<file path="config.mk">
export PLATFORM = sky130hd
export DESIGN_NAME = rrf_formatter
export DESIGN_NICKNAME = d
export VERILOG_FILES = /design/src/inc/rrf_pkg.sv /design/src/hdl/rrf_table_mem.sv /design/src/hdl/rrf_formatter.sv
export VERILOG_INCLUDE_DIRS = /design/src /design/src/inc
export SDC_FILE = /design/constraint.sdc
export NUM_CORES = 1
export LEC_CHECK = 0
export BUFFER_PORTS_ARGS = -buffer_cell sky130_fd_sc_hd__buf_2
export CORE_AREA = 4 4 382 309
export CTS_CLUSTER_DIAMETER = 200
export CTS_CLUSTER_SIZE = 16
export DETAILED_ROUTE_END_ITERATION = 6
export DIE_AREA = 0 0 386 313
export PLACE_DENSITY = 0.53
export REMOVE_ABC_BUFFERS = 1
export SLEW_MARGIN = 15
export SYNTH_ARGS = -nofsm -noshare
export SYNTH_HDL_FRONTEND = slang
export SYNTH_SLANG_ARGS = --single-unit
</file>
<file path="constraint.sdc">
create_clock -name REF_CLK -period 6.8 [get_ports REF_CLK]
set_input_delay 1.7 -clock REF_CLK [delete_from_list [all_inputs] [get_ports REF_CLK]]
set_output_delay 1.7 -clock REF_CLK [all_outputs]
set_load 0.01 [all_outputs]
</file>
<file path="src/inc/rrf_regs.svh">
/*
  Register offsets, field positions, codes and lengths of the
  reservation report formatter. Assumes a byte-addressed AXI4-Lite
  slave with 32-bit words.
*/
`ifndef RRF_REGS_SVH
`define RRF_REGS_SVH
// Register byte offsets
`define RRF_A_GEN       8'h00
`define RRF_A_OUT_EVT   8'h04
`define RRF_A_ALLOC     8'h08
`define RRF_A_START     8'h0c
`define RRF_A_STATUS    8'h10
`define RRF_A_TBL_IDX   8'h14
`define RRF_A_KEY_HI    8'h18
`define RRF_A_KEY_LO    8'h1c
`define RRF_A_ELEM      8'h20
`define RRF_A_ENT_CTRL  8'h24
`define RRF_A_VALID     8'h28
// Reserve-in service actions
`define RRF_SA_READ_KEYS  5'h00
`define RRF_SA_READ_RES   5'h01
`define RRF_SA_REPORT_CAP 5'h02
// Reserve-out service actions that move the generation count
`define RRF_PO_REGISTER   5'h00
`define RRF_PO_CLEAR      5'h03
`define RRF_PO_PREEMPT    5'h04
`define RRF_PO_PREEMPT_AB 5'h05
// Scope codes
`define RRF_SCOPE_UNIT    4'h0
`define RRF_SCOPE_ELEM    4'h2
// Field positions
`define RRF_EVT_REJ_BIT   8
`define RRF_ENT_REG_BIT   8
`define RRF_ENT_RES_BIT   9
// Lengths and last-byte offsets in bytes, shift counts, no-entry marker, bus responses
`define RRF_HDR_LEN       16'd8
`define RRF_KEY_LEN       4'd8
`define RRF_DESC_LEN      4'd15
`define RRF_KEY_SHIFT     3
`define RRF_DESC_SHIFT    4
`define RRF_NO_ENTRY      4'd8
`define RRF_BRESP_OK      2'b00
`define RRF_BRESP_ERR     2'b10
`endif

</file>
<file path="src/inc/rrf_pkg.sv">
/*
  Types of the reservation report formatter: table entry, output
  byte, controller states and the whole controller state.
  Assumes rrf_regs.svh for constants.
*/
package rrf_pkg;
  typedef struct packed {
    logic [63:0] key;
    logic [15:0] elem_addr;
    logic [3:0]  scope;
    logic [3:0]  rtype;
  } rrf_entry_t;

  typedef struct packed {
    logic [7:0] data;
    logic       last;
  } rrf_byte_t;

  typedef enum logic [4:0] {
    S_IDLE  = 5'b00001,
    S_HDR   = 5'b00010,
    S_FETCH = 5'b00100,
    S_WAIT  = 5'b01000,
    S_BODY  = 5'b10000
  } rrf_fsm_t;

  typedef struct packed {
    logic        aw_pend;
    logic [7:0]  aw_addr;
    logic        w_pend;
    logic [31:0] w_data;
    logic [3:0]  w_strb;
    logic        bvalid;
    logic [1:0]  bresp;
    logic        rvalid;
    logic [31:0] rdata;
    logic [1:0]  rresp;
    logic [31:0] gen;
    logic [15:0] alloc;
    logic [4:0]  sa;
    logic        err;
    logic [2:0]  tbl_idx;
    logic [31:0] key_hi;
    logic [31:0] key_lo;
    logic [15:0] elem;
    logic [9:0]  ent_ctrl;
    logic [7:0]  reg_vld;
    logic [7:0]  res_vld;
    logic        mem_we;
    rrf_fsm_t    fsm;
    logic        keys;
    logic [15:0] pos;
    logic [15:0] limit;
    logic [15:0] addlen;
    logic [31:0] snap_gen;
    logic [3:0]  rd_idx;
    logic [3:0]  rec_off;
    logic        out_vld;
    rrf_byte_t   out;
  } rrf_state_t;
endpackage : rrf_pkg

</file>
<file path="src/hdl/rrf_table_mem.sv">
/*
  Eight-entry table of registered keys and reservations.
  One write port, one read port with registered read data.
  Assumes a single clock; contents are not reset.
*/
`timescale 1ns/1ps
module rrf_table_mem
  import rrf_pkg::*;
(
  input  wire logic       clk,
  input  wire logic       we,
  input  wire logic [2:0] waddr,
  input  rrf_entry_t      wdata,
  input  wire logic [2:0] raddr,
  output rrf_entry_t      rdata
);
  rrf_entry_t mem [0:7];

  // Write and registered read
  always_ff @(posedge clk) begin
    if (we) begin
      mem[waddr] <= wdata;
    end
    rdata <= mem[raddr];
  end
endmodule : rrf_table_mem

</file>
<file path="src/hdl/rrf_formatter.sv">
/*
  Reservation report formatter: generation counter, key and
  reservation table, and the byte stream of the reserve-in reply.
  Assumes an AXI4-Lite master that keeps one write and one read in
  flight, and a byte sink with valid/ready on the DATA port.
  Register map, byte offsets:
    00 generation count, read only
    04 reserve-out outcome, write only: [4:0] action, bit 8 rejected
    08 allocation length [15:0]
    0c start: [4:0] reserve-in action; reads back the last code
    10 status: bit 0 busy, bit 1 bad action, [31:16] bytes generated
    14 table index [2:0]
    18 staged key, upper word; 1c staged key, lower word
    20 staged element address [15:0]
    24 entry control: [3:0] type, [7:4] scope, bit 8 key, bit 9 reservation
    28 valid masks: [7:0] keys, [15:8] reservations
  Limits: eight table entries; entry and start writes are ignored while
  busy; the capability report is not built and flags a bad action;
  software keeps at most one whole-unit reservation in the table.
  Reply bytes leave through a one-deep output register; the sink may stall.
*/
// Chosen here: the register addresses and the AXI4-Lite slave port.
// How it works
// - Count register, clear, preempt and preempt-abort outcomes in a 32-bit counter.
// - Reserve-in, reserve, release and rejected commands leave the counter alone.
// - Reset clears the counter whatever persist-through-power-loss says.
// - Key list: count, length, then eight-byte keys from byte eight.
// - Key-list length holds the full key byte count despite truncation.
// - Send only bytes below the allocation length; no error for truncation.
// - Reservation list: count, length (total minus eight), descriptors from byte eight.
// - Reservation length counts all descriptor bytes, unaffected by truncation.
// - One descriptor per held reservation, unit-wide or per element.
// - Descriptor is sixteen bytes: key, address, reserved, scope/type, legacy.
// - Descriptor gives the holding key and the scope and type as supplied.
// - Element scope pads element address with zeros; unit scope gives zero address.
// - Service action selects keys, reservations or capabilities; others are reserved. Capabilities flag a bad action here, with no reply.
// - Scope code zero is whole unit, two is element, one is obsolete.
`timescale 1ns/1ps
`include "rrf_regs.svh"
module rrf_formatter
  import rrf_pkg::*;
(
  input  wire logic        REF_CLK,
  input  wire logic        RST_N,
  input  wire logic [7:0]  S_AXI_AWADDR,
  input  wire logic        S_AXI_AWVALID,
  output logic             S_AXI_AWREADY,
  input  wire logic [31:0] S_AXI_WDATA,
  input  wire logic [3:0]  S_AXI_WSTRB,
  input  wire logic        S_AXI_WVALID,
  output logic             S_AXI_WREADY,
  output logic [1:0]       S_AXI_BRESP,
  output logic             S_AXI_BVALID,
  input  wire logic        S_AXI_BREADY,
  input  wire logic [7:0]  S_AXI_ARADDR,
  input  wire logic        S_AXI_ARVALID,
  output logic             S_AXI_ARREADY,
  output logic [31:0]      S_AXI_RDATA,
  output logic [1:0]       S_AXI_RRESP,
  output logic             S_AXI_RVALID,
  input  wire logic        S_AXI_RREADY,
  output rrf_byte_t        DATA_OUT,
  output logic             DATA_VALID,
  input  wire logic        DATA_READY,
  output logic             BUSY
);
  rrf_state_t st_reg;
  rrf_state_t st_next;
  rrf_entry_t rd_ent;
  rrf_entry_t wr_ent;
  logic       reply_busy;

  // Merge a written word into a register under byte enables
  function automatic logic [31:0] merge(input logic [31:0] old, input logic [31:0] nw,
                                        input logic [3:0] strb);
    logic [31:0] r;
    r = old;
    for (int i = 0; i < 4; i++) begin
      if (strb[i]) r[8*i +: 8] = nw[8*i +: 8];
    end
    return r;
  endfunction : merge

  // Byte i of a 128-bit field, most significant first
  function automatic logic [7:0] msb_byte(input logic [127:0] v, input logic [3:0] i);
    return v[8'd127 - {i, 3'b000} -: 8];
  endfunction : msb_byte

  // Number of set bits in an entry mask
  function automatic logic [3:0] popcnt(input logic [7:0] m);
    logic [3:0] c;
    c = 4'd0;
    for (int i = 0; i < 8; i++) c = c + {3'd0, m[i]};
    return c;
  endfunction : popcnt

  // First set bit at or above index from; RRF_NO_ENTRY when none
  function automatic logic [3:0] next_valid(input logic [7:0] m, input logic [3:0] from);
    logic [3:0] r;
    r = `RRF_NO_ENTRY;
    for (int i = 7; i >= 0; i--) begin
      if (m[i] && (4'(i) >= from)) r = 4'(i);
    end
    return r;
  endfunction : next_valid

  // True when a reserve-out outcome must advance the generation count
  function automatic logic gen_moves(input logic [31:0] w);
    logic [4:0] code;
    code = w[4:0];
    if (w[`RRF_EVT_REJ_BIT]) return 1'b0;
    return (code == `RRF_PO_REGISTER) || (code == `RRF_PO_CLEAR)
           || (code == `RRF_PO_PREEMPT) || (code == `RRF_PO_PREEMPT_AB);
  endfunction : gen_moves

  // True for the reserve-in actions that produce a reply
  function automatic logic is_read_sa(input logic [4:0] sa);
    return (sa == `RRF_SA_READ_KEYS) || (sa == `RRF_SA_READ_RES);
  endfunction : is_read_sa

  // True when the byte at pos is the final one under the limit
  function automatic logic is_last(input logic [15:0] pos, input logic [15:0] lim);
    return (pos + 16'd1 == lim);
  endfunction : is_last

  // Scope-specific address: element address widened, zero for the whole unit
  function automatic logic [31:0] scope_addr(input rrf_entry_t e);
    return (e.scope == `RRF_SCOPE_ELEM) ? {16'd0, e.elem_addr} : 32'd0;
  endfunction : scope_addr

  // Additional length: eight bytes per key or sixteen per descriptor
  function automatic logic [15:0] list_bytes(input logic keys, input logic [7:0] m);
    logic [15:0] n;
    n = {12'd0, popcnt(m)};
    return keys ? (n << `RRF_KEY_SHIFT) : (n << `RRF_DESC_SHIFT);
  endfunction : list_bytes

  // Offset of the final byte of a key or a descriptor record
  function automatic logic [3:0] rec_end(input logic keys);
    return keys ? (`RRF_KEY_LEN - 4'd1) : `RRF_DESC_LEN;
  endfunction : rec_end

  // Staged entry written to the table on an entry-control write
  assign wr_ent = '{key: {st_reg.key_hi, st_reg.key_lo}, elem_addr: st_reg.elem,
                    scope: st_reg.ent_ctrl[7:4], rtype: st_reg.ent_ctrl[3:0]};

  // Key and reservation table, one entry written per control write
  rrf_table_mem u_mem (
    .clk   (REF_CLK),
    .we    (st_reg.mem_we),
    .waddr (st_reg.tbl_idx),
    .wdata (wr_ent),
    .raddr (st_reg.rd_idx[2:0]),
    .rdata (rd_ent)
  );

  // Bus handshake and stream outputs
  assign S_AXI_AWREADY = !st_reg.aw_pend && !st_reg.bvalid;
  assign S_AXI_WREADY  = !st_reg.w_pend && !st_reg.bvalid;
  assign S_AXI_BVALID  = st_reg.bvalid;
  assign S_AXI_BRESP   = st_reg.bresp;
  assign S_AXI_ARREADY = !st_reg.rvalid;
  assign S_AXI_RVALID  = st_reg.rvalid;
  assign S_AXI_RDATA   = st_reg.rdata;
  assign S_AXI_RRESP   = st_reg.rresp;
  assign DATA_VALID    = st_reg.out_vld;
  assign DATA_OUT      = st_reg.out;
  assign BUSY          = reply_busy;

  // Busy until the final byte has left the output register
  assign reply_busy = (st_reg.fsm != S_IDLE) || st_reg.out_vld;

  // Next-state logic of bus slave, table, counter and stream
  always_comb begin
    logic [127:0] rec;
    logic [15:0]  total;
    logic [15:0]  alen;
    logic [7:0]   mask;
    logic [3:0]   nxt;
    logic         emit;
    logic         take;
    logic         busy;
    logic [7:0]   wa;
    logic [31:0]  wd;
    // Defaults: hold every register, no table write
    st_next = st_reg;
    st_next.mem_we = 1'b0;
    busy  = reply_busy;
    take  = 1'b0;
    mask  = st_reg.keys ? st_reg.reg_vld : st_reg.res_vld;
    emit  = 1'b0;
    alen  = 16'd0;
    total = 16'd0;
    nxt   = 4'd0;
    wa    = st_reg.aw_addr;
    wd    = st_reg.w_data;
    rec   = 128'd0;
    // Write address and data are taken in either order
    if (S_AXI_AWVALID && S_AXI_AWREADY) begin
      st_next.aw_pend = 1'b1;
      st_next.aw_addr = S_AXI_AWADDR;
    end
    if (S_AXI_WVALID && S_AXI_WREADY) begin
      st_next.w_pend = 1'b1;
      st_next.w_data = S_AXI_WDATA;
      st_next.w_strb = S_AXI_WSTRB;
    end
    // Response taken by the master
    if (st_reg.bvalid && S_AXI_BREADY) st_next.bvalid = 1'b0;
    // Both halves of the write are held
    take = st_reg.aw_pend && st_reg.w_pend;
    // Register writes, answered one cycle after both halves are held
    if (take) begin
      st_next.aw_pend = 1'b0;
      st_next.w_pend  = 1'b0;
      st_next.bvalid  = 1'b1;
      st_next.bresp   = `RRF_BRESP_OK;
      unique case (wa)
        `RRF_A_OUT_EVT: begin
          if (gen_moves(wd)) begin
            st_next.gen = st_reg.gen + 32'd1;
          end
        end
        `RRF_A_ALLOC:   st_next.alloc   = 16'(merge({16'd0, st_reg.alloc}, wd, st_reg.w_strb));
        `RRF_A_TBL_IDX: st_next.tbl_idx = 3'(merge({29'd0, st_reg.tbl_idx}, wd, st_reg.w_strb));
        `RRF_A_KEY_HI:  st_next.key_hi  = merge(st_reg.key_hi, wd, st_reg.w_strb);
        `RRF_A_KEY_LO:  st_next.key_lo  = merge(st_reg.key_lo, wd, st_reg.w_strb);
        `RRF_A_ELEM:    st_next.elem    = 16'(merge({16'd0, st_reg.elem}, wd, st_reg.w_strb));
        `RRF_A_ENT_CTRL: begin
          // Table is frozen while a reply is being built
          if (!busy) begin
            st_next.ent_ctrl = wd[9:0];
            st_next.mem_we   = 1'b1;
            st_next.reg_vld[st_reg.tbl_idx] = wd[`RRF_ENT_REG_BIT];
            st_next.res_vld[st_reg.tbl_idx] = wd[`RRF_ENT_RES_BIT];
          end
        end
        `RRF_A_START: begin
          if (!busy) begin
            st_next.sa = wd[4:0];
            unique case (wd[4:0])
              `RRF_SA_READ_KEYS: begin
                alen = list_bytes(1'b1, st_reg.reg_vld);
                st_next.keys = 1'b1;
              end
              `RRF_SA_READ_RES: begin
                alen = list_bytes(1'b0, st_reg.res_vld);
                st_next.keys = 1'b0;
              end
              default: alen = 16'd0;
            endcase
            if (is_read_sa(wd[4:0])) begin
              total = `RRF_HDR_LEN + alen;
              st_next.err      = 1'b0;
              st_next.addlen   = alen;
              st_next.limit    = (st_reg.alloc < total) ? st_reg.alloc : total;
              st_next.snap_gen = st_reg.gen;
              st_next.pos      = 16'd0;
              st_next.rd_idx   = 4'd0;
              st_next.fsm      = (st_next.limit == 16'd0) ? S_IDLE : S_HDR;
            end else begin
              st_next.err = 1'b1;
            end
          end
        end
        `RRF_A_GEN, `RRF_A_STATUS, `RRF_A_VALID: ;
        default: st_next.bresp = `RRF_BRESP_ERR;
      endcase
    end
    // Register reads, answered the cycle after the address is taken
    if (st_reg.rvalid && S_AXI_RREADY) st_next.rvalid = 1'b0;
    if (S_AXI_ARVALID && S_AXI_ARREADY) begin
      st_next.rvalid = 1'b1;
      st_next.rresp  = `RRF_BRESP_OK;
      unique case (S_AXI_ARADDR)
        `RRF_A_GEN:      st_next.rdata = st_reg.gen;
        `RRF_A_OUT_EVT:  st_next.rdata = 32'd0;
        `RRF_A_ALLOC:    st_next.rdata = {16'd0, st_reg.alloc};
        `RRF_A_START:    st_next.rdata = {27'd0, st_reg.sa};
        `RRF_A_STATUS:   st_next.rdata = {st_reg.pos, 14'd0, st_reg.err, busy};
        `RRF_A_TBL_IDX:  st_next.rdata = {29'd0, st_reg.tbl_idx};
        `RRF_A_KEY_HI:   st_next.rdata = st_reg.key_hi;
        `RRF_A_KEY_LO:   st_next.rdata = st_reg.key_lo;
        `RRF_A_ELEM:     st_next.rdata = {16'd0, st_reg.elem};
        `RRF_A_ENT_CTRL: st_next.rdata = {22'd0, st_reg.ent_ctrl};
        `RRF_A_VALID:    st_next.rdata = {16'd0, st_reg.res_vld, st_reg.reg_vld};
        default: begin
          st_next.rdata = 32'd0;
          st_next.rresp = `RRF_BRESP_ERR;
        end
      endcase
    end
    // Output byte register drains on ready
    if (st_reg.out_vld && DATA_READY) st_next.out_vld = 1'b0;
    emit = !st_reg.out_vld || DATA_READY;
    // Record image of the fetched entry
    rec[127:64] = rd_ent.key;
    rec[63:32]  = scope_addr(rd_ent);
    rec[23:16]  = {rd_ent.scope, rd_ent.rtype};
    // Reply sequencer
    unique case (st_reg.fsm)
      S_IDLE: ;
      S_HDR: begin
        if (emit) begin
          st_next.out_vld   = 1'b1;
          st_next.out.data  = msb_byte({st_reg.snap_gen, 16'd0, st_reg.addlen, 64'd0},
                                       st_reg.pos[3:0]);
          st_next.out.last  = is_last(st_reg.pos, st_reg.limit);
          st_next.pos       = st_reg.pos + 16'd1;
          if (st_next.out.last) st_next.fsm = S_IDLE;
          else if (st_reg.pos == `RRF_HDR_LEN - 16'd1) st_next.fsm = S_FETCH;
        end
      end
      S_FETCH: begin
        // Next flagged entry; its table read lands two cycles later
        nxt = next_valid(mask, st_reg.rd_idx);
        st_next.rd_idx  = nxt;
        st_next.rec_off = 4'd0;
        st_next.fsm     = (nxt == `RRF_NO_ENTRY) ? S_IDLE : S_WAIT;
      end
      S_WAIT: st_next.fsm = S_BODY;
      S_BODY: begin
        if (emit) begin
          st_next.out_vld  = 1'b1;
          st_next.out.data = msb_byte(rec, st_reg.rec_off);
          st_next.out.last = is_last(st_reg.pos, st_reg.limit);
          st_next.pos      = st_reg.pos + 16'd1;
          st_next.rec_off  = st_reg.rec_off + 4'd1;
          if (st_next.out.last) begin
            st_next.fsm = S_IDLE;
          end else if (st_reg.rec_off == rec_end(st_reg.keys)) begin
            st_next.rd_idx = st_reg.rd_idx + 4'd1;
            st_next.fsm    = S_FETCH;
          end
        end
      end
    endcase
  end

  // State register; counter starts at zero on every reset
  always_ff @(posedge REF_CLK or negedge RST_N) begin
    if (!RST_N) begin
      st_reg     <= '0;
      st_reg.fsm <= S_IDLE;
    end else begin
      st_reg <= st_next;
    end
  end
endmodule : rrf_formatter

</file>
==> flow_summary_export.csv, run 1 <==
group,metric,value,unit
logic_synthesis,syn_area,0.0455,sq mm
clocking,cts_setup_buffers,0,
power_and_ir_drop,p_switching,4.38,mW
clocking,cts-resized-gates,0,
logic_synthesis,synth-main-ff-cell,"edfxtp_1",
clocking,clk_latency,680,ps
timing,tightest_slew,1240,ps
timing,holdWs,479,ps
timing,layout_min_cycle_time,5210,ps
clocking,tritoncts,"built",
timing,relSlewSlack,17.0,%
power_and_ir_drop,p_leak,17.6,nW
floorplan,pin_count,112,
worst_setup_path,worstSetupStartpointType,"register",
grt,grt_use_total,20.5,%
floorplan,coreArea,0.114,sq mm
timing,hold_violations,0,
logic_synthesis,synth_seq_cells,1131,
clocking,cts_hold_buffers,0,
power_and_ir_drop,sw_frac_of_total,28.6,%
routing,initialDrtViolationCount,2290,
finish,fillers,10100,
grt,grt_max_degree,145,
timing,grt_setup_unrepaired,"no",
clocking,clkTransAtPathRegs,80,ps
logic_synthesis,syn_inst,2919,
logic_synthesis,netlist_top_cells_area,"edfxtp_1 (46%), dfrtp_1 (19%), mux4_2 (9.9%), nand2_1 (4.2%), mux2_2 (4.1%)",
finish,fin_cells,4542,
power_and_ir_drop,seqPwrFrac,54.9,%
placement,io_buffers,109,
routing,first_pass_iters,6,
routing,detail_route.wirelength,124000,um
routing,drc,0,
timing,max_freq,0.192,GHz
finish,fin_nets,3039,
clocking,htree_levels,3,
finish,syn2layout_area_growth,9.48,%
logic_synthesis,synth_edf_count,704,
run_status,status,"finished clean",
clocking,cts-root-buf,"clkbuf_16",
grt,grt_pass1_wl,181000,um
power_and_ir_drop,pwr-share-comb,15.0,%
logic_synthesis,synth_top_area_share,46.5,%
worst_setup_path,path_max_fanout,14,
power_and_ir_drop,ir_drop,0.227,mV
floorplan,start_util,39.9,%
logic_synthesis,yosysTopAreaCell,"edfxtp_1",
worst_setup_path,path_class,"reg2reg",
routing,num_vias,25400,
worst_setup_path,cp_data_arrival_time,5800,ps
clocking,clk_path_buf_depth,3,
finish,multi_input_area,0.0130,sq mm
timing,finalCritPeriodShare,76.6,%
timing,tns,0,ps
clocking,clock_sinks,1131,
routing,antenna_left,0,
timing,maxSlewViolCount,0,
placement,place.gp.congestion,0.845,
timing,setup_violations,0,
min_path,min_path_type,"reg2reg",
logic_synthesis,ys_seq_area_share,69.0,%
logic_synthesis,ys_warn_count,0,
routing,routed_via_density,5.59,
grt,grt_overflow,0,
logic_synthesis,async_flop_share,30.0,%
finish,drive_gt1_share,21.2,%
finish,largest_register_ff_count,704,
floorplan,dieArea,0.121,sq mm
job,drv_cap,0,
floorplan,chipHeight,313,um
grt,grt_pass1_vias,25900,
placement,dp_hpwl,78000,um
timing,clock_skew,27.5,ps
clocking,cts_buffers,80,
worst_setup_path,worstSetupEndpointType,"register",
grt,antenna_found_initial,3,
logic_synthesis,yosysUniqueCellTypes,72,
placement,dp.cells,4396,
power_and_ir_drop,clkPwrFrac,30.1,%
power_and_ir_drop,power.density,308,mW/mm^2
logic_synthesis,avgSynthCellArea,15.6,sq um
power_and_ir_drop,intPower,11.0,mW
floorplan,placementRows,111,
worst_setup_path,critPathRequiredTime,7400,ps
finish,layout.area.seq,0.0314,sq mm
routing,routedWlPerCell,27.2,um
floorplan,die_w,386,um
==> path summary, 6_finish.rpt <==
kind	from	endpoint	slack (ps)	cells past startpoint
min reg2reg	st_reg[57]	st_reg[57]	480	2
max reg2reg	st_reg[113]	st_reg[99]	1590	20
max in group asynchronous	RST_N	st_reg[16]	4460	2
max	st_reg[113]	st_reg[99]	1590	20
min	st_reg[57]	st_reg[57]	480	2
min in group asynchronous	RST_N	st_reg[79]	1060	1
==> cells by family after synthesis <==
group / Yosys count / share of synthesized area [%]
AOI/OAI and AO/OA: 301 / 4.56
and+or+nand+nor: 773 / 7.49
xor gates and xnor gates: 58 / 1.12
muxes: 381 / 14.3
adders and majority gates: 26 / 0.848
other: 2 / 0.0165
buffers and inverters: 247 / 2.59
DFF: 1131 / 69.0
==> through the flow <==
step / utilization, % / worst slack (ps) / total power, mW / instance area, sq um
floorplan: - / -1770 / 9.99 / 44500
finish: 43.7 / 1590 / 15.3 / 49800
CTS: 43.6 / 1620 / 15.5 / 49800
detailed placement: 41.6 / 1640 / 10.9 / 47400
global route: 43.6 / 1340 / 16.1 / 49800
global placement: 41.6 / 1640 / 10.9 / 47400
==> Yosys cell counts (all sizes together) (36+ instances only) <==
| cell type | number |
|---|---|
| o21ai | 93 |
| nand3 | 37 |
| edfxtp | 704 |
| dfrtp | 338 |
| clkbuf | 102 |
| buf | 98 |
| mux4 | 200 |
| mux2 | 164 |
| inv | 47 |
| dfxtp | 88 |
| nor2 | 83 |
| a22o | 36 |
| nand2 | 513 |
| a22oi | 38 |
==> layout make-up <==
| class | instances | area share, % |
|---|---|---|
| Sequential cell | 1131 | 63.1 |
| Inverter | 47 | 0.357 |
| Timing Repair Buffer | 151 | 1.90 |
| Antenna cell | 3 | 0.0151 |
| Tap cell | 1525 | 3.83 |
| Clock buffer | 137 | 4.49 |
| Multi-Input combinational cell | 1542 | 26.1 |
| Clock inverter | 6 | 0.181 |
==> per-layer routing <==
layer,vias up,routed length [um],global-route usage (%)
met4,0,2350,4.03
met1,13500,56200,30.4
li1,11000,-,-
met3,142,8300,4.07
met5,-,0,0
met2,754,56700,31.8
==> placed cells by master (no fill, tap or decap), drive strengths merged, types with 7 or more instances in the layout <==
| cell type | netlist | final |
|---|---|---|
| nor3 | 18 | 18 |
| dfxtp | 88 | 88 |
| nor2 | 83 | 83 |
| mux2i | 17 | 17 |
| nand3 | 37 | 37 |
| dfrtp | 338 | 338 |
| nand2b | 7 | 7 |
| o31ai | 11 | 11 |
| a31oi | 22 | 22 |
| a21oi | 20 | 20 |
| xnor2 | 35 | 35 |
| ha | 18 | 18 |
| nor4 | 22 | 22 |
| nand2 | 513 | 513 |
| inv | 47 | 50 |
| a22oi | 38 | 38 |
| a221oi | 30 | 30 |
| mux2 | 164 | 164 |
| edfxtp | 704 | 704 |
| nor3b | 7 | 7 |
| mux4 | 200 | 200 |
| o21ai | 93 | 93 |
| xor2 | 23 | 23 |
| a21o | 15 | 15 |
| clkbuf | 102 | 137 |
| and2 | 19 | 19 |
| a22o | 36 | 36 |
| and3 | 16 | 16 |
| nand4 | 19 | 19 |
| buf | 98 | 151 |
| fa | 8 | 8 |
==> power groups by stage <==
stage / sequential (mW) / clock, mW / combinational (mW)
final: 8.42 / 4.62 / 2.29
after detailed placement: 8.57 / 0 / 2.34
after CTS: 8.42 / 4.75 / 2.35
after global placement: 8.55 / 0 / 2.33
after global routing: 8.48 / 5.02 / 2.55
after floorplan: 8.44 / 0 / 1.55
==> critical path, cell delays in order, from the launching register on <==
cell,delay (ps)
dfrtp_1,400
inv_1,90
fa_1,550
fa_1,430
fa_1,500
inv_1,50
ha_1,210
fa_1,480
mux2i_1,190
nor2_1,90
ha_1,220
xnor2_1,160
inv_1,100
ha_1,290
a21oi_1,120
o21ai_0,110
a21o_1,190
a31oi_1,160
buf_4,220
o311ai_1,160
a221o_1,400
No activity file was read; power rests on OpenSTA's default activity.
==> run 2: changes to the inputs <==
--- a/config.mk
+++ b/config.mk
@@ -6,12 +6,13 @@
 export SDC_FILE = /design/constraint.sdc
 export NUM_CORES = 1
 export LEC_CHECK = 0
+export ABC_AREA = 1
 export BUFFER_PORTS_ARGS = -buffer_cell sky130_fd_sc_hd__buf_2
-export CORE_AREA = 4 4 382 309
+export CORE_AREA = 4 4 387 312
 export CTS_CLUSTER_DIAMETER = 200
 export CTS_CLUSTER_SIZE = 16
 export DETAILED_ROUTE_END_ITERATION = 6
-export DIE_AREA = 0 0 386 313
+export DIE_AREA = 0 0 391 316
 export PLACE_DENSITY = 0.53
 export REMOVE_ABC_BUFFERS = 1
 export SLEW_MARGIN = 15
==> constraint.sdc (replaced) <==
create_clock -name REF_CLK -period 4.5 [get_ports REF_CLK]
set_input_delay 1.125 -clock REF_CLK [delete_from_list [all_inputs] [get_ports REF_CLK]]
set_output_delay 1.125 -clock REF_CLK [all_outputs]
set_load 0.01 [all_outputs]
==> run 2 against run 1 <==
  * The run now ends with negative setup slack left
  * Critical endpoint is now st_reg[69]
  * Setup slack worse by 1900 ps
  * Largest cell class unchanged
  * Cell count up 32%
  * Sequential power up 45%
  * Die area up 2.3%
  * Sequential cell count unchanged
  * Largest power group unchanged
  * Clock skew about the same
==> flow_summary_export.csv, run 2 <==
group,metric,value,unit
power_and_ir_drop,p_leak,20.0,nW
timing,clock_skew,27.5,ps
floorplan,chipHeight,316,um
finish,final_cell_mix,"nor2_1 (813), edfxtp_1 (704), o21ai_0 (615), nand2_1 (572), dfrtp_1 (336)",
worst_setup_path,worstSetupEndpointType,"register",
grt,grt_pass1_wl,213000,um
grt,antenna_found_initial,8,
logic_synthesis,ys_warn_count,0,
placement,place_area,0.0489,sq mm
timing,hold_violations,0,
routing,num_vias,32900,
finish,fin_nets,4473,
timing,setup_violations,11,
grt,grt_overflow,0,
logic_synthesis,syn_inst,4336,
worst_setup_path,worstSetupStartpointType,"register",
routing,detail_route.wirelength,144000,um
timing,finalCritPeriodShare,108,%
worst_setup_path,path_class,"reg2reg",
logic_synthesis,async_flop_share,30.0,%
clocking,cts_hold_buffers,0,
logic_synthesis,syn_area,0.0465,sq mm
clocking,tritoncts,"built",
logic_synthesis,yosysMostFrequentCell,"nor2_1",
logic_synthesis,synth-main-ff-cell,"edfxtp_1",
clocking,clk_path_buf_depth,3,
clocking,clkTransAtPathRegs,90,ps
routing,antenna_left,0,
placement,dp.cells,5825,
logic_synthesis,netlist_top_cells_area,"edfxtp_1 (45%), dfrtp_1 (18%), o21ai_0 (6.7%), nor2_1 (6.6%), nand2_1 (4.8%)",
timing,tightest_slew,927,ps
clocking,cts_buffers,80,
timing,fin_ws,-343,ps
timing,maxSlewViolCount,0,
routing,routedWlPerCell,24.1,um
floorplan,coreArea,0.117,sq mm
floorplan,dieArea,0.124,sq mm
grt,grt_pass1_vias,30800,
worst_setup_path,critPathRequiredTime,5120,ps
floorplan,start_util,39.9,%
timing,relSlewSlack,37.8,%
timing,holdWs,477,ps
finish,stdcell_area,0.0517,sq mm
logic_synthesis,synth_top_area_share,45.5,%
power_and_ir_drop,power.density,402,mW/mm^2
clocking,cts-root-buf,"clkbuf_16",
finish,drive_gt1_share,9.79,%
finish,fin_cells,5996,
finish,largest_register_ff_count,704,
clocking,htree_levels,3,
power_and_ir_drop,ir_drop,0.346,mV
min_path,min_path_type,"in2async",
finish,layout_commonest_cell,"nor2_1",
grt,grt_use_total,23.2,%
power_and_ir_drop,p_total,20.8,mW
logic_synthesis,avgSynthCellArea,10.7,sq um
floorplan,die_w,391,um
clocking,clock_sinks,1131,
job,drv_cap,0,
clocking,clk_latency,690,ps
routing,drc,0,
logic_synthesis,synth_seq_cells,1131,
timing,grt_setup_unrepaired,"yes",
routing,first_pass_iters,7,
placement,io_buffers,109,
run_status,violations,"negative setup slack",
logic_synthesis,ys_seq_area_share,67.5,%
grt,grt_max_degree,140,
worst_setup_path,cp_data_arrival_time,5460,ps
floorplan,pin_count,112,
routing,routed_via_density,5.48,
logic_synthesis,synth_common_cells,"nor2_1 (816), edfxtp_1 (704), o21ai_0 (619)",
logic_synthesis,yosysUniqueCellTypes,60,
timing,max_freq,0.206,GHz
logic_synthesis,yosysTopAreaCell,"edfxtp_1",
logic_synthesis,synth_edf_count,704,
placement,place.gp.congestion,0.895,
floorplan,placementRows,112,
routing,initialDrtViolationCount,3418,
run_status,status,"finished, violations left",
placement,dp_hpwl,90200,um
worst_setup_path,path_max_fanout,7,
finish,syn2layout_area_growth,11.2,%
finish,fillers,11100,
timing,layout_min_cycle_time,4840,ps
[run 2: changes by cell type after synthesis, sizes merged, moves of 118 or more]
cell	change
nor2	+746
o22ai	+118
mux4	-200
inv	+187
o21ai	+530
mux2	-160
[run 2: area by class of cell]
class / instances / area (sq um) / area share (%)
well taps: 1539 / 1930 / 3.73
clock inverters: 6 / 80.1 / 0.155
flip-flops and latches: 1131 / 31400 / 60.8
inverters: 243 / 930 / 1.80
diodes: 2 / 5.00 / 0.00969
repair buffers: 234 / 1750 / 3.39
clock buffers: 144 / 2280 / 4.42
multi-input cells: 2697 / 13300 / 25.7
[run 2: timing repair]
action | 4_1_cts | 5_1_grt
buffers inserted | 14 | 6
cloned | 0 | 0
setup endpoints to repair | 11 | 11
endpoints found under the hold margin | 0 | 0
gates resized for setup | 27 | 35
pin swaps | 31 | 33
[run 2: cells by family (layout without fill, tap and decap cells)]
logic type	Yosys count	in the layout	synth area share, %
compound gates	1004	1004	12.1
fa+ha+maj	26	26	0.829
simple gates	1622	1622	14.2
xor+xnor	38	38	0.716
other cells	2	5	0.0162
mux	4	4	0.0969
buf+inv	509	627	4.49
flops	1131	1131	67.5
[run 2: routing by layer]
layer,vias to the layer above,track usage [%],wire length (um)
met5,-,0,0
met2,1191,34.9,63200
met4,0,4.91,2960
met1,16400,35.8,67900
met3,146,3.32,10300
li1,15100,-,-
[run 2: final timing paths]
kind / from / to / slack (ps) / depth (start not counted)
hold / removal: RST_N / st_reg[173] / 480 / 1
setup reg to reg: st_reg[116] / st_reg[69] / -340 / 25
max in group asynchronous: RST_N / st_reg[218] / 3130 / 2
min in group REF_CLK: st_reg[35] / st_reg[35] / 490 / 2
setup / recovery: st_reg[116] / st_reg[69] / -340 / 25
hold reg to reg: st_reg[35] / st_reg[35] / 490 / 2
[run 2: worst max-delay path, stage by stage (launching register included)]
cell and delay [ps]:
dfrtp_1 370, inv_2 50, fa_1 550, fa_1 440, fa_1 510, inv_2 50, ha_4 150, fa_1 450
nand2_1 90, nand2_2 80, ha_4 180, buf_12 120, xnor2_4 200, ha_4 240, a21oi_2 120, o21a_1 120
nand2_2 70, nand2_4 140, nand2_8 90, nand2_4 120, nand2_4 50, buf_4 130, buf_6 110, buf_4 120
buf_4 120, o21ai_2 90
[run 2: stage by stage]
stage | setup slack (ps) | TNS [ps] | util [%]
2_1_floorplan | -10450 | -4667420 | -
3_3_place_gp | -427 | -1310 | 41.9
3_5_place_dp | -451 | -1520 | 41.9
4_1_cts | -317 | -905 | 44.2
5_1_grt | -601 | -3960 | 44.3
6_report | -343 | -1610 | 44.3
[run 2: power breakdown]
group | leakage [nW] | switching (mW) | internal (mW) | total (mW)
Sequential | 12.1 | 0.568 | 11.6 | 12.2
Combinational | 6.80 | 1.04 | 0.467 | 1.50
Clock | 1.12 | 3.64 | 3.47 | 7.11
